File: src/pkg/vrsc_cfg.svh
// constants for the reference slew control block
`ifndef VRSC_CFG_SVH
`define VRSC_CFG_SVH

`define VRSC_CLK_PERIOD_NS 50
`define VRSC_SW_PERIOD_NS 3000
`define VRSC_SW_CYC (`VRSC_SW_PERIOD_NS / `VRSC_CLK_PERIOD_NS)
`define VRSC_SAMPLES_PER_SW 6
`define VRSC_SAMPLE_CYC (`VRSC_SW_CYC / `VRSC_SAMPLES_PER_SW)
`define VRSC_HALF_CYC (`VRSC_SW_CYC / 2)
`define VRSC_QUAL_COUNT 2'h3
`define VRSC_OFF_DELAY_SW 2
`define VRSC_OFF_DELAY_CYC (`VRSC_OFF_DELAY_SW * `VRSC_SW_CYC)

`define VRSC_CODE_RST 6'h3f
`define VRSC_TARGET_RST 8'h00
`define VRSC_OFF_VID 5'h1f
`define VRSC_SIX_ORIGIN 6'h14
`define VRSC_SIX_BASE 8'h43
`define VRSC_SIX_GAP_POS 6'h17
`define VRSC_SIX_GAP 8'h02
`define VRSC_FIVE_HI_BASE 8'h94
`define VRSC_FIVE_LO_BASE 8'h7c

`endif

File: src/pkg/vrsc_pkg.sv
// types for the reference slew control block
package vrsc_pkg;

    typedef enum logic [1:0] {
        VRSC_MODE_SIX,
        VRSC_MODE_FIVE_HI,
        VRSC_MODE_FIVE_LO
    } vrsc_mode_t;

    typedef enum logic [1:0] {
        VRSC_SLEW_IDLE,
        VRSC_SLEW_WAIT,
        VRSC_SLEW_RUN
    } vrsc_slew_t;

endpackage

File: src/rtl/vid_reference_slew_control.sv
// reference update logic driven by the voltage identification inputs
// Summary of operation
// - six-bit mode samples inputs six times per cycle
// - six-bit code accepted after three identical samples
// - six-bit mode jumps target straight to code
// - five-bit modes accept multi-step code changes
// - five-bit: wait half cycle, step each cycle
// - latency up to one cycle plus slewing
// - off codes shut down, other codes restart
// - two cycles before shutdown trip level, pwm off
`timescale 1ns/1ps
`include "vrsc_cfg.svh"

module vid_reference_slew_control
    import vrsc_pkg::*;
(
    input wire logic core_clk,
    input wire logic sys_rst,
    input wire logic [4:0] voltage_id_inputs,
    input wire logic half_step_select_bit,
    input wire logic [1:0] dac_mode_sel,
    output logic [7:0] dac_target_voltage,
    output logic pwm_enable,
    output logic ovp_shutdown_level,
    output logic slew_busy,
    output logic [5:0] accepted_code
);

    ////////////////////////////////////////////////////////////////////////
    // decode functions

    function automatic vrsc_mode_t mode_of(input logic [1:0] sel);
        vrsc_mode_t m;
        m = VRSC_MODE_SIX;
        if (sel == 2'h1) begin
            m = VRSC_MODE_FIVE_HI;
        end else if (sel == 2'h2) begin
            m = VRSC_MODE_FIVE_LO;
        end
        return m;
    endfunction

    function automatic logic is_off(input vrsc_mode_t m, input logic [5:0] c);
        logic r;
        r = (m == VRSC_MODE_SIX) ? (c[5:1] == `VRSC_OFF_VID) : (c[4:0] == `VRSC_OFF_VID);
        return r;
    endfunction

    // code to a count of 12.5mV units
    function automatic logic [7:0] code_units(input vrsc_mode_t m, input logic [5:0] c);
        logic [5:0] d;
        logic [7:0] u;
        d = `VRSC_SIX_ORIGIN - c;
        u = `VRSC_SIX_BASE + {2'h0, d};
        if (d >= `VRSC_SIX_GAP_POS) begin
            u = u - `VRSC_SIX_GAP;
        end
        if (m == VRSC_MODE_FIVE_HI) begin
            u = `VRSC_FIVE_HI_BASE - {2'h0, c[4:0], 1'b0};
        end else if (m == VRSC_MODE_FIVE_LO) begin
            u = `VRSC_FIVE_LO_BASE - {2'h0, c[4:0], 1'b0};
        end
        return u;
    endfunction

    ////////////////////////////////////////////////////////////////////////
    // pin synchronisers

    logic [7:0] pin_s1_ff;
    logic [7:0] pin_s2_ff;

    always_ff @(posedge core_clk) begin
        if (sys_rst) begin
            pin_s1_ff <= 8'hff;
            pin_s2_ff <= 8'hff;
        end else begin
            pin_s1_ff <= {dac_mode_sel, voltage_id_inputs, half_step_select_bit};
            pin_s2_ff <= pin_s1_ff;
        end
    end

    vrsc_mode_t mode;
    logic [5:0] pin_code;

    assign mode = mode_of(pin_s2_ff[7:6]);
    assign pin_code = (mode == VRSC_MODE_SIX) ? pin_s2_ff[5:0] : {1'b0, pin_s2_ff[5:1]};

    ////////////////////////////////////////////////////////////////////////
    // switching cycle and sample timing

    localparam logic [7:0] SW_LAST = 8'((`VRSC_SW_CYC) - 1);
    localparam logic [7:0] SAMPLE_LAST = 8'((`VRSC_SAMPLE_CYC) - 1);
    localparam logic [7:0] HALF_LAST = 8'((`VRSC_HALF_CYC) - 1);
    localparam logic [7:0] OFF_LAST = 8'((`VRSC_OFF_DELAY_CYC) - 1);

    logic [7:0] sub_cnt_ff;
    logic sample_tick;

    // six evenly spaced samples per switching cycle
    assign sample_tick = (sub_cnt_ff == SAMPLE_LAST);

    always_ff @(posedge core_clk) begin
        if (sys_rst) begin
            sub_cnt_ff <= 8'h00;
        end else begin
            sub_cnt_ff <= sample_tick ? 8'h00 : sub_cnt_ff + 8'h01;
        end
    end

    ////////////////////////////////////////////////////////////////////////
    // code qualification

    logic new_valid;
    logic [5:0] new_code;
    logic [5:0] acc_code_ff;

    vrsc_code_filter i_vrsc_code_filter (
        .core_clk(core_clk),
        .sys_rst(sys_rst),
        .sample_tick(sample_tick),
        .code_in(pin_code),
        .accepted_code(acc_code_ff),
        .new_valid(new_valid),
        .new_code(new_code)
    );

    logic new_off;
    logic [7:0] new_units;

    assign new_off = is_off(mode, new_code);
    assign new_units = code_units(mode, new_code);

    ////////////////////////////////////////////////////////////////////////
    // reference target and slewing

    vrsc_slew_t slew_ff;
    vrsc_slew_t nxt_slew;
    logic [7:0] goal_ff;
    logic [7:0] target_ff;
    logic [7:0] nxt_target;
    logic [7:0] nxt_goal;
    logic [7:0] slew_cnt_ff;
    logic [7:0] nxt_slew_cnt;
    logic slew_due;
    logic take_new;
    logic five_mode;
    logic busy_ff;

    assign slew_due = (slew_cnt_ff == 8'h00);
    assign take_new = new_valid && !new_off;
    assign five_mode = (mode != VRSC_MODE_SIX);

    always_comb begin
        nxt_slew = slew_ff;
        nxt_target = target_ff;
        nxt_goal = goal_ff;
        nxt_slew_cnt = (slew_cnt_ff == 8'h00) ? 8'h00 : slew_cnt_ff - 8'h01;
        if (take_new && !five_mode) begin
            nxt_target = new_units;
            nxt_goal = new_units;
            nxt_slew = VRSC_SLEW_IDLE;
        end else if (take_new) begin
            // any distance is taken, reached by single steps
            nxt_goal = new_units;
            nxt_slew_cnt = HALF_LAST;
            nxt_slew = VRSC_SLEW_WAIT;
        end else begin
            unique case (slew_ff)
                VRSC_SLEW_IDLE: begin
                    nxt_slew = VRSC_SLEW_IDLE;
                end
                VRSC_SLEW_WAIT, VRSC_SLEW_RUN: begin
                    if (slew_due) begin
                        // one 12.5mV unit per phase cycle
                        if (target_ff < goal_ff) begin
                            nxt_target = target_ff + 8'h01;
                        end else if (target_ff > goal_ff) begin
                            nxt_target = target_ff - 8'h01;
                        end
                        nxt_slew_cnt = SW_LAST;
                        nxt_slew = (nxt_target == goal_ff) ? VRSC_SLEW_IDLE : VRSC_SLEW_RUN;
                    end
                end
                default: begin
                    nxt_slew = VRSC_SLEW_IDLE;
                end
            endcase
        end
    end

    always_ff @(posedge core_clk) begin
        if (sys_rst) begin
            slew_ff <= VRSC_SLEW_IDLE;
            target_ff <= `VRSC_TARGET_RST;
            goal_ff <= `VRSC_TARGET_RST;
            slew_cnt_ff <= 8'h00;
            busy_ff <= 1'b0;
        end else begin
            slew_ff <= nxt_slew;
            target_ff <= nxt_target;
            goal_ff <= nxt_goal;
            slew_cnt_ff <= nxt_slew_cnt;
            // registered copy so the busy output comes from a flip-flop
            busy_ff <= (nxt_slew != VRSC_SLEW_IDLE);
        end
    end

    always_ff @(posedge core_clk) begin
        if (sys_rst) begin
            acc_code_ff <= `VRSC_CODE_RST;
        end else if (new_valid) begin
            acc_code_ff <= new_code;
        end
    end

    ////////////////////////////////////////////////////////////////////////
    // no-load shutdown

    logic off_pend_ff;
    logic [7:0] off_cnt_ff;
    logic pwm_en_ff;
    logic ovp_sd_ff;
    logic off_done;

    assign off_done = off_pend_ff && (off_cnt_ff == 8'h00);

    always_ff @(posedge core_clk) begin
        if (sys_rst) begin
            off_pend_ff <= 1'b0;
            off_cnt_ff <= 8'h00;
            pwm_en_ff <= 1'b0;
            ovp_sd_ff <= 1'b1;
        end else if (new_valid && new_off) begin
            off_pend_ff <= 1'b1;
            off_cnt_ff <= OFF_LAST;
        end else if (take_new) begin
            off_pend_ff <= 1'b0;
            pwm_en_ff <= 1'b1;
            ovp_sd_ff <= 1'b0;
        end else if (off_done) begin
            off_pend_ff <= 1'b0;
            pwm_en_ff <= 1'b0;
            ovp_sd_ff <= 1'b1;
        end else if (off_pend_ff) begin
            off_cnt_ff <= off_cnt_ff - 8'h01;
        end
    end

    assign dac_target_voltage = target_ff;
    assign pwm_enable = pwm_en_ff;
    assign ovp_shutdown_level = ovp_sd_ff;
    assign slew_busy = busy_ff;
    assign accepted_code = acc_code_ff;

endmodule

File: src/rtl/vrsc_code_filter.sv
// three-sample qualifier for the identification code
`timescale 1ns/1ps
`include "vrsc_cfg.svh"

module vrsc_code_filter
    import vrsc_pkg::*;
(
    input wire logic core_clk,
    input wire logic sys_rst,
    input wire logic sample_tick,
    input wire logic [5:0] code_in,
    input wire logic [5:0] accepted_code,
    output logic new_valid,
    output logic [5:0] new_code
);

    logic [5:0] last_ff;
    logic [1:0] run_ff;
    logic valid_ff;
    logic [5:0] code_ff;
    logic same;
    logic [1:0] nxt_run;
    logic hit;

    assign same = (code_in == last_ff);
    assign nxt_run = !same ? 2'h1 : (run_ff == `VRSC_QUAL_COUNT) ? run_ff : run_ff + 2'h1;
    // changed code seen on three successive samples
    assign hit = sample_tick && (nxt_run == `VRSC_QUAL_COUNT) && (code_in != accepted_code);

    always_ff @(posedge core_clk) begin
        if (sys_rst) begin
            last_ff <= `VRSC_CODE_RST;
            run_ff <= 2'h0;
            valid_ff <= 1'b0;
            code_ff <= `VRSC_CODE_RST;
        end else begin
            valid_ff <= hit;
            if (sample_tick) begin
                last_ff <= code_in;
                run_ff <= nxt_run;
            end
            if (hit) begin
                code_ff <= code_in;
            end
        end
    end

    assign new_valid = valid_ff;
    assign new_code = code_ff;

endmodule

File: config.mk
export PLATFORM = sky130hd
export DESIGN_NAME = vid_reference_slew_control
export DESIGN_NICKNAME = d
export VERILOG_FILES = /design/src/pkg/vrsc_pkg.sv /design/src/rtl/vid_reference_slew_control.sv /design/src/rtl/vrsc_code_filter.sv
export VERILOG_INCLUDE_DIRS = /design/src /design/src/pkg
export SDC_FILE = /design/constraint.sdc
export NUM_CORES = 1
export LEC_CHECK = 0
export ABC_AREA = 1
export ABC_CLOCK_PERIOD_IN_PS = 3000
export BUFFER_PORTS_ARGS = -buffer_cell sky130_fd_sc_hd__buf_2
export CAP_MARGIN = 5
export CORE_ASPECT_RATIO = 2
export CORE_MARGIN = 2
export CORE_UTILIZATION = 55
export DETAILED_ROUTE_END_ITERATION = 16
export HOLD_SLACK_MARGIN = 0.1
export PLACE_DENSITY = 0.73
export SLEW_MARGIN = 20
export SYNTH_ARGS = -nofsm -noshare
export SYNTH_HDL_FRONTEND = slang
export SYNTH_SLANG_ARGS = --single-unit
File: constraint.sdc
create_clock -name core_clk -period 3 [get_ports core_clk]
set_input_delay 0.45 -clock core_clk [delete_from_list [all_inputs] [get_ports core_clk]]
set_output_delay 0.45 -clock core_clk [all_outputs]
set_load 0.005 [all_outputs]
==> metrics.yaml <==
timing:
  rsz0062_at_grt: "false"
  fin_crit_ps: 2630
  min_period_over_period: 0.878
  relSlewSlack: 0.585
  fmax_mhz: 380
  hold_viol_final: 0
  tns_ps: 0
  fin_ws_ps: 367
  finalSetupViolCount: 0
  tightestPinTransition_ps: 617
  final_max_slew_viol_count: 0
  skew_ps: 5.62
placed_design:
  dp_hpwl_um: 9360
  port_buffers: 26
  dpl.cell_count: 803
  place.gp.congestion: 0.915
  dp_worst_setup_slack_ps: 418
  dpl_cell_area_mm2: 0.00497
yosys:
  synth_seq_cells: 83
  ys_seq_area_frac: 0.347
  yosysWarnings: 0
  synth_edf_count: 0
  synthTopCellsByArea: "dfxtp_1, nand2_1, nand3_1, inv_1, ha_1"
  synth.avg_cell_area_um2: 6.95
  async_flop_share: 0
  synth_nets: 721
  syn_area_mm2: 0.00479
  synth_top_area_share: 0.347
  synth_area_leader_cell: "dfxtp_1"
  netlist_instances: 690
  ys_types: 47
  synth_flop_cell: "dfxtp_1"
global_route:
  grt.total_usage: 0.260
  grt_max_degree: 26
  grt_antenna_before_repair: 0
  gr-total-overflow: 0
  grt_pass1_wl_um: 19600
  first_global_vias: 4299
critical_path:
  reg2reg_depth: 13
  cp-start-kind: "register"
  cp_data_arrival_time_ps: 2850
  critPathRequiredTime_ps: 3220
  cp_max_fo: 15
  crit_type: "reg -> reg"
  critPathCaptureType: "register"
job:
  cap_violations: 0
die:
  core_mm2: 0.00853
  dieArea_mm2: 0.00952
  die_h_um: 136
  die_w_um: 70.0
  ios: 27
  placementRows: 48
  initial_core_util: 0.562
clocking:
  cts.path.max_buffers: 2
  cts_buffers: 9
  post_cts_resized: 0
  root_buffer: "clkbuf_16"
  clkTransAtPathRegs_ps: 60
  holdBufCountCts: 0
  cts_tree: "done"
  clock-sinks: 83
  clock_latency_ps: 330
  htree_levels: 3
  post_cts_buffers: 0
pwr:
  vdd_drop_max_mv: 0.551
  p_seq_frac: 0.420
  clkPwrFrac: 0.449
  pwr-share-comb: 0.130
  power_switching_uw: 716
  p_per_area_mw_per_mm2: 537
  p_leak_uw: 0.00266
  p_int_uw: 2140
  switching_share: 0.251
final_layout:
  fin_cells: 819
  drive_above_1_share: 0.142
  areaGrowthSynthToFinish_pct: 11.0
  design_area_mm2: 0.00532
  fin_nets: 745
  final_util: 0.624
  n_antenna_cell: 0
worst_hold_path:
  hold_path_class: "in -> reg"
  holdPathStages: 2
drt:
  vias_per_cell: 5.49
  drt_iter0_markers: 193
  wire_per_inst_um: 14.7
  via_count: 4497
  drc: 0
  postRouteAntennaNets: 0
  drt_first_pass_iters: 5
  routed_wl_um: 12000
outcome:
  run_status: "complete, no violations"
==> sequential cells by signal, indices dropped and copies added (netlist names), 2 cells and up <==
| name | cells |
|---|---|
| i_vrsc_code_filter.last_ff | 6 |
| slew_cnt_ff | 8 |
| i_vrsc_code_filter.run_ff | 2 |
| goal_ff | 8 |
| accepted_code | 6 |
| slew_ff | 2 |
| pin_s2_ff | 8 |
| i_vrsc_code_filter.new_code | 6 |
| sub_cnt_ff | 8 |
| pin_s1_ff | 8 |
| off_cnt_ff | 8 |
| dac_target_voltage | 8 |
==> power by group through the flow <==
stage / logic [µW] / registers, µW / clock network [µW]
6_report: 372 / 1200 / 1280
3_5_place_dp: 370 / 1220 / 0
4_1_cts: 374 / 1200 / 1310
3_3_place_gp: 361 / 1220 / 0
5_1_grt: 425 / 1210 / 1350
2_1_floorplan: 288 / 1210 / 0
==> layout by cell type, fill, tap and decap left out, types with 2 or more instances in the layout <==
cell type / n
inv_1: 88
o211ai_2: 6
nand4_1: 5
nor2_1: 59
o22ai_1: 7
nor2_2: 4
nand3b_1: 5
o21ai_1: 3
clkbuf_16: 9
ha_1: 21
bufinv_16: 3
nand2_2: 16
nand3_1: 69
buf_4: 4
nand2_1: 154
nor3_1: 10
a21oi_1: 34
o21ai_0: 36
clkinv_2: 2
xnor2_1: 2
buf_2: 26
dfxtp_1: 83
nor2_4: 2
a221oi_1: 2
nor3b_1: 4
xor2_1: 18
inv_4: 2
inv_2: 3
a22oi_1: 3
o211ai_1: 3
a211oi_1: 2
or2_2: 17
==> per-layer routing <==
layer	part of all wire	wire, µm	global-route usage	up-vias
li1	-	-	-	2285
met1	0.36	4270	0.241	2038
met2	0.55	6610	0.502	122
met3	0.027	320	0.0445	52
met4	0.067	810	0.175	0
met5	0	0	0	-
==> cell usage after synthesis, types with 2 or more instances <==
cell and count:
inv_4 2, a21oi_1 34, buf_6 5, o211ai_1 3, nand3_1 69, nor2_2 4
o22ai_1 7, ha_1 21, nor2_4 2, nand4_1 5, a221oi_1 2, nand3b_1 5
o21ai_1 3, nor2_1 59, inv_2 3, a211oi_1 2, nand2_1 154, xnor2_1 2
xor2_1 18, o21ai_0 36, nand2_2 16, dfxtp_1 83, nor3b_1 4, clkbuf_1 7
a22oi_1 3, buf_2 3, nor3_1 10, or2_2 17, o211ai_2 6, inv_1 88
==> final cells by class <==
class | count | area (µm²)
flip-flops and latches | 83 | 1660
well taps | 100 | 125
inverters | 94 | 358
clock inverters | 6 | 111
fillers | 803 | 3210
multi-input cells | 496 | 2660
repair buffers | 30 | 160
clock buffers | 10 | 239
==> critical path, stage by stage, from the launching register on <==
cell	delay [ps]
dfxtp_1	330
inv_1	50
ha_1	540
inv_4	90
nor2_1	130
nor3_2	70
nor2_2	440
nor2_1	80
nand2_1	170
inv_1	120
nand3_1	110
o21ai_0	90
a21oi_1	210
nor2_1	70
==> logic make-up (layout without fill, tap and decap cells) <==
family	count (synthesis)	in the layout	synth area share
AO/OA/AOI/OAI	103	103	0.130
XOR/XNOR	20	20	0.0366
adder cells (fa/ha/maj)	21	21	0.0548
buffers and inverters	111	140	0.0974
flip-flops	83	83	0.347
AND/OR/NAND/NOR	352	352	0.335
==> worst paths after layout <==
kind                         from               endpoint  slack, ps
hold / removal    dac_mode_sel[0]           pin_s1_ff[6]        300
setup / recovery     pin_s2_ff[6]  dac_target_voltage[7]        370
hold reg to reg      pin_s1_ff[4]           pin_s2_ff[4]        400
setup reg to reg     pin_s2_ff[6]  dac_target_voltage[7]        370
==> metrics by stage <==
stage               hold slack [ps]  power (µW)
floorplan                       389        1500
global placement                391        1580
detailed placement              394        1590
CTS                             288        2880
global route                    289        2980
finish                          298        2860
No activity file was read; power rests on OpenSTA's default activity.
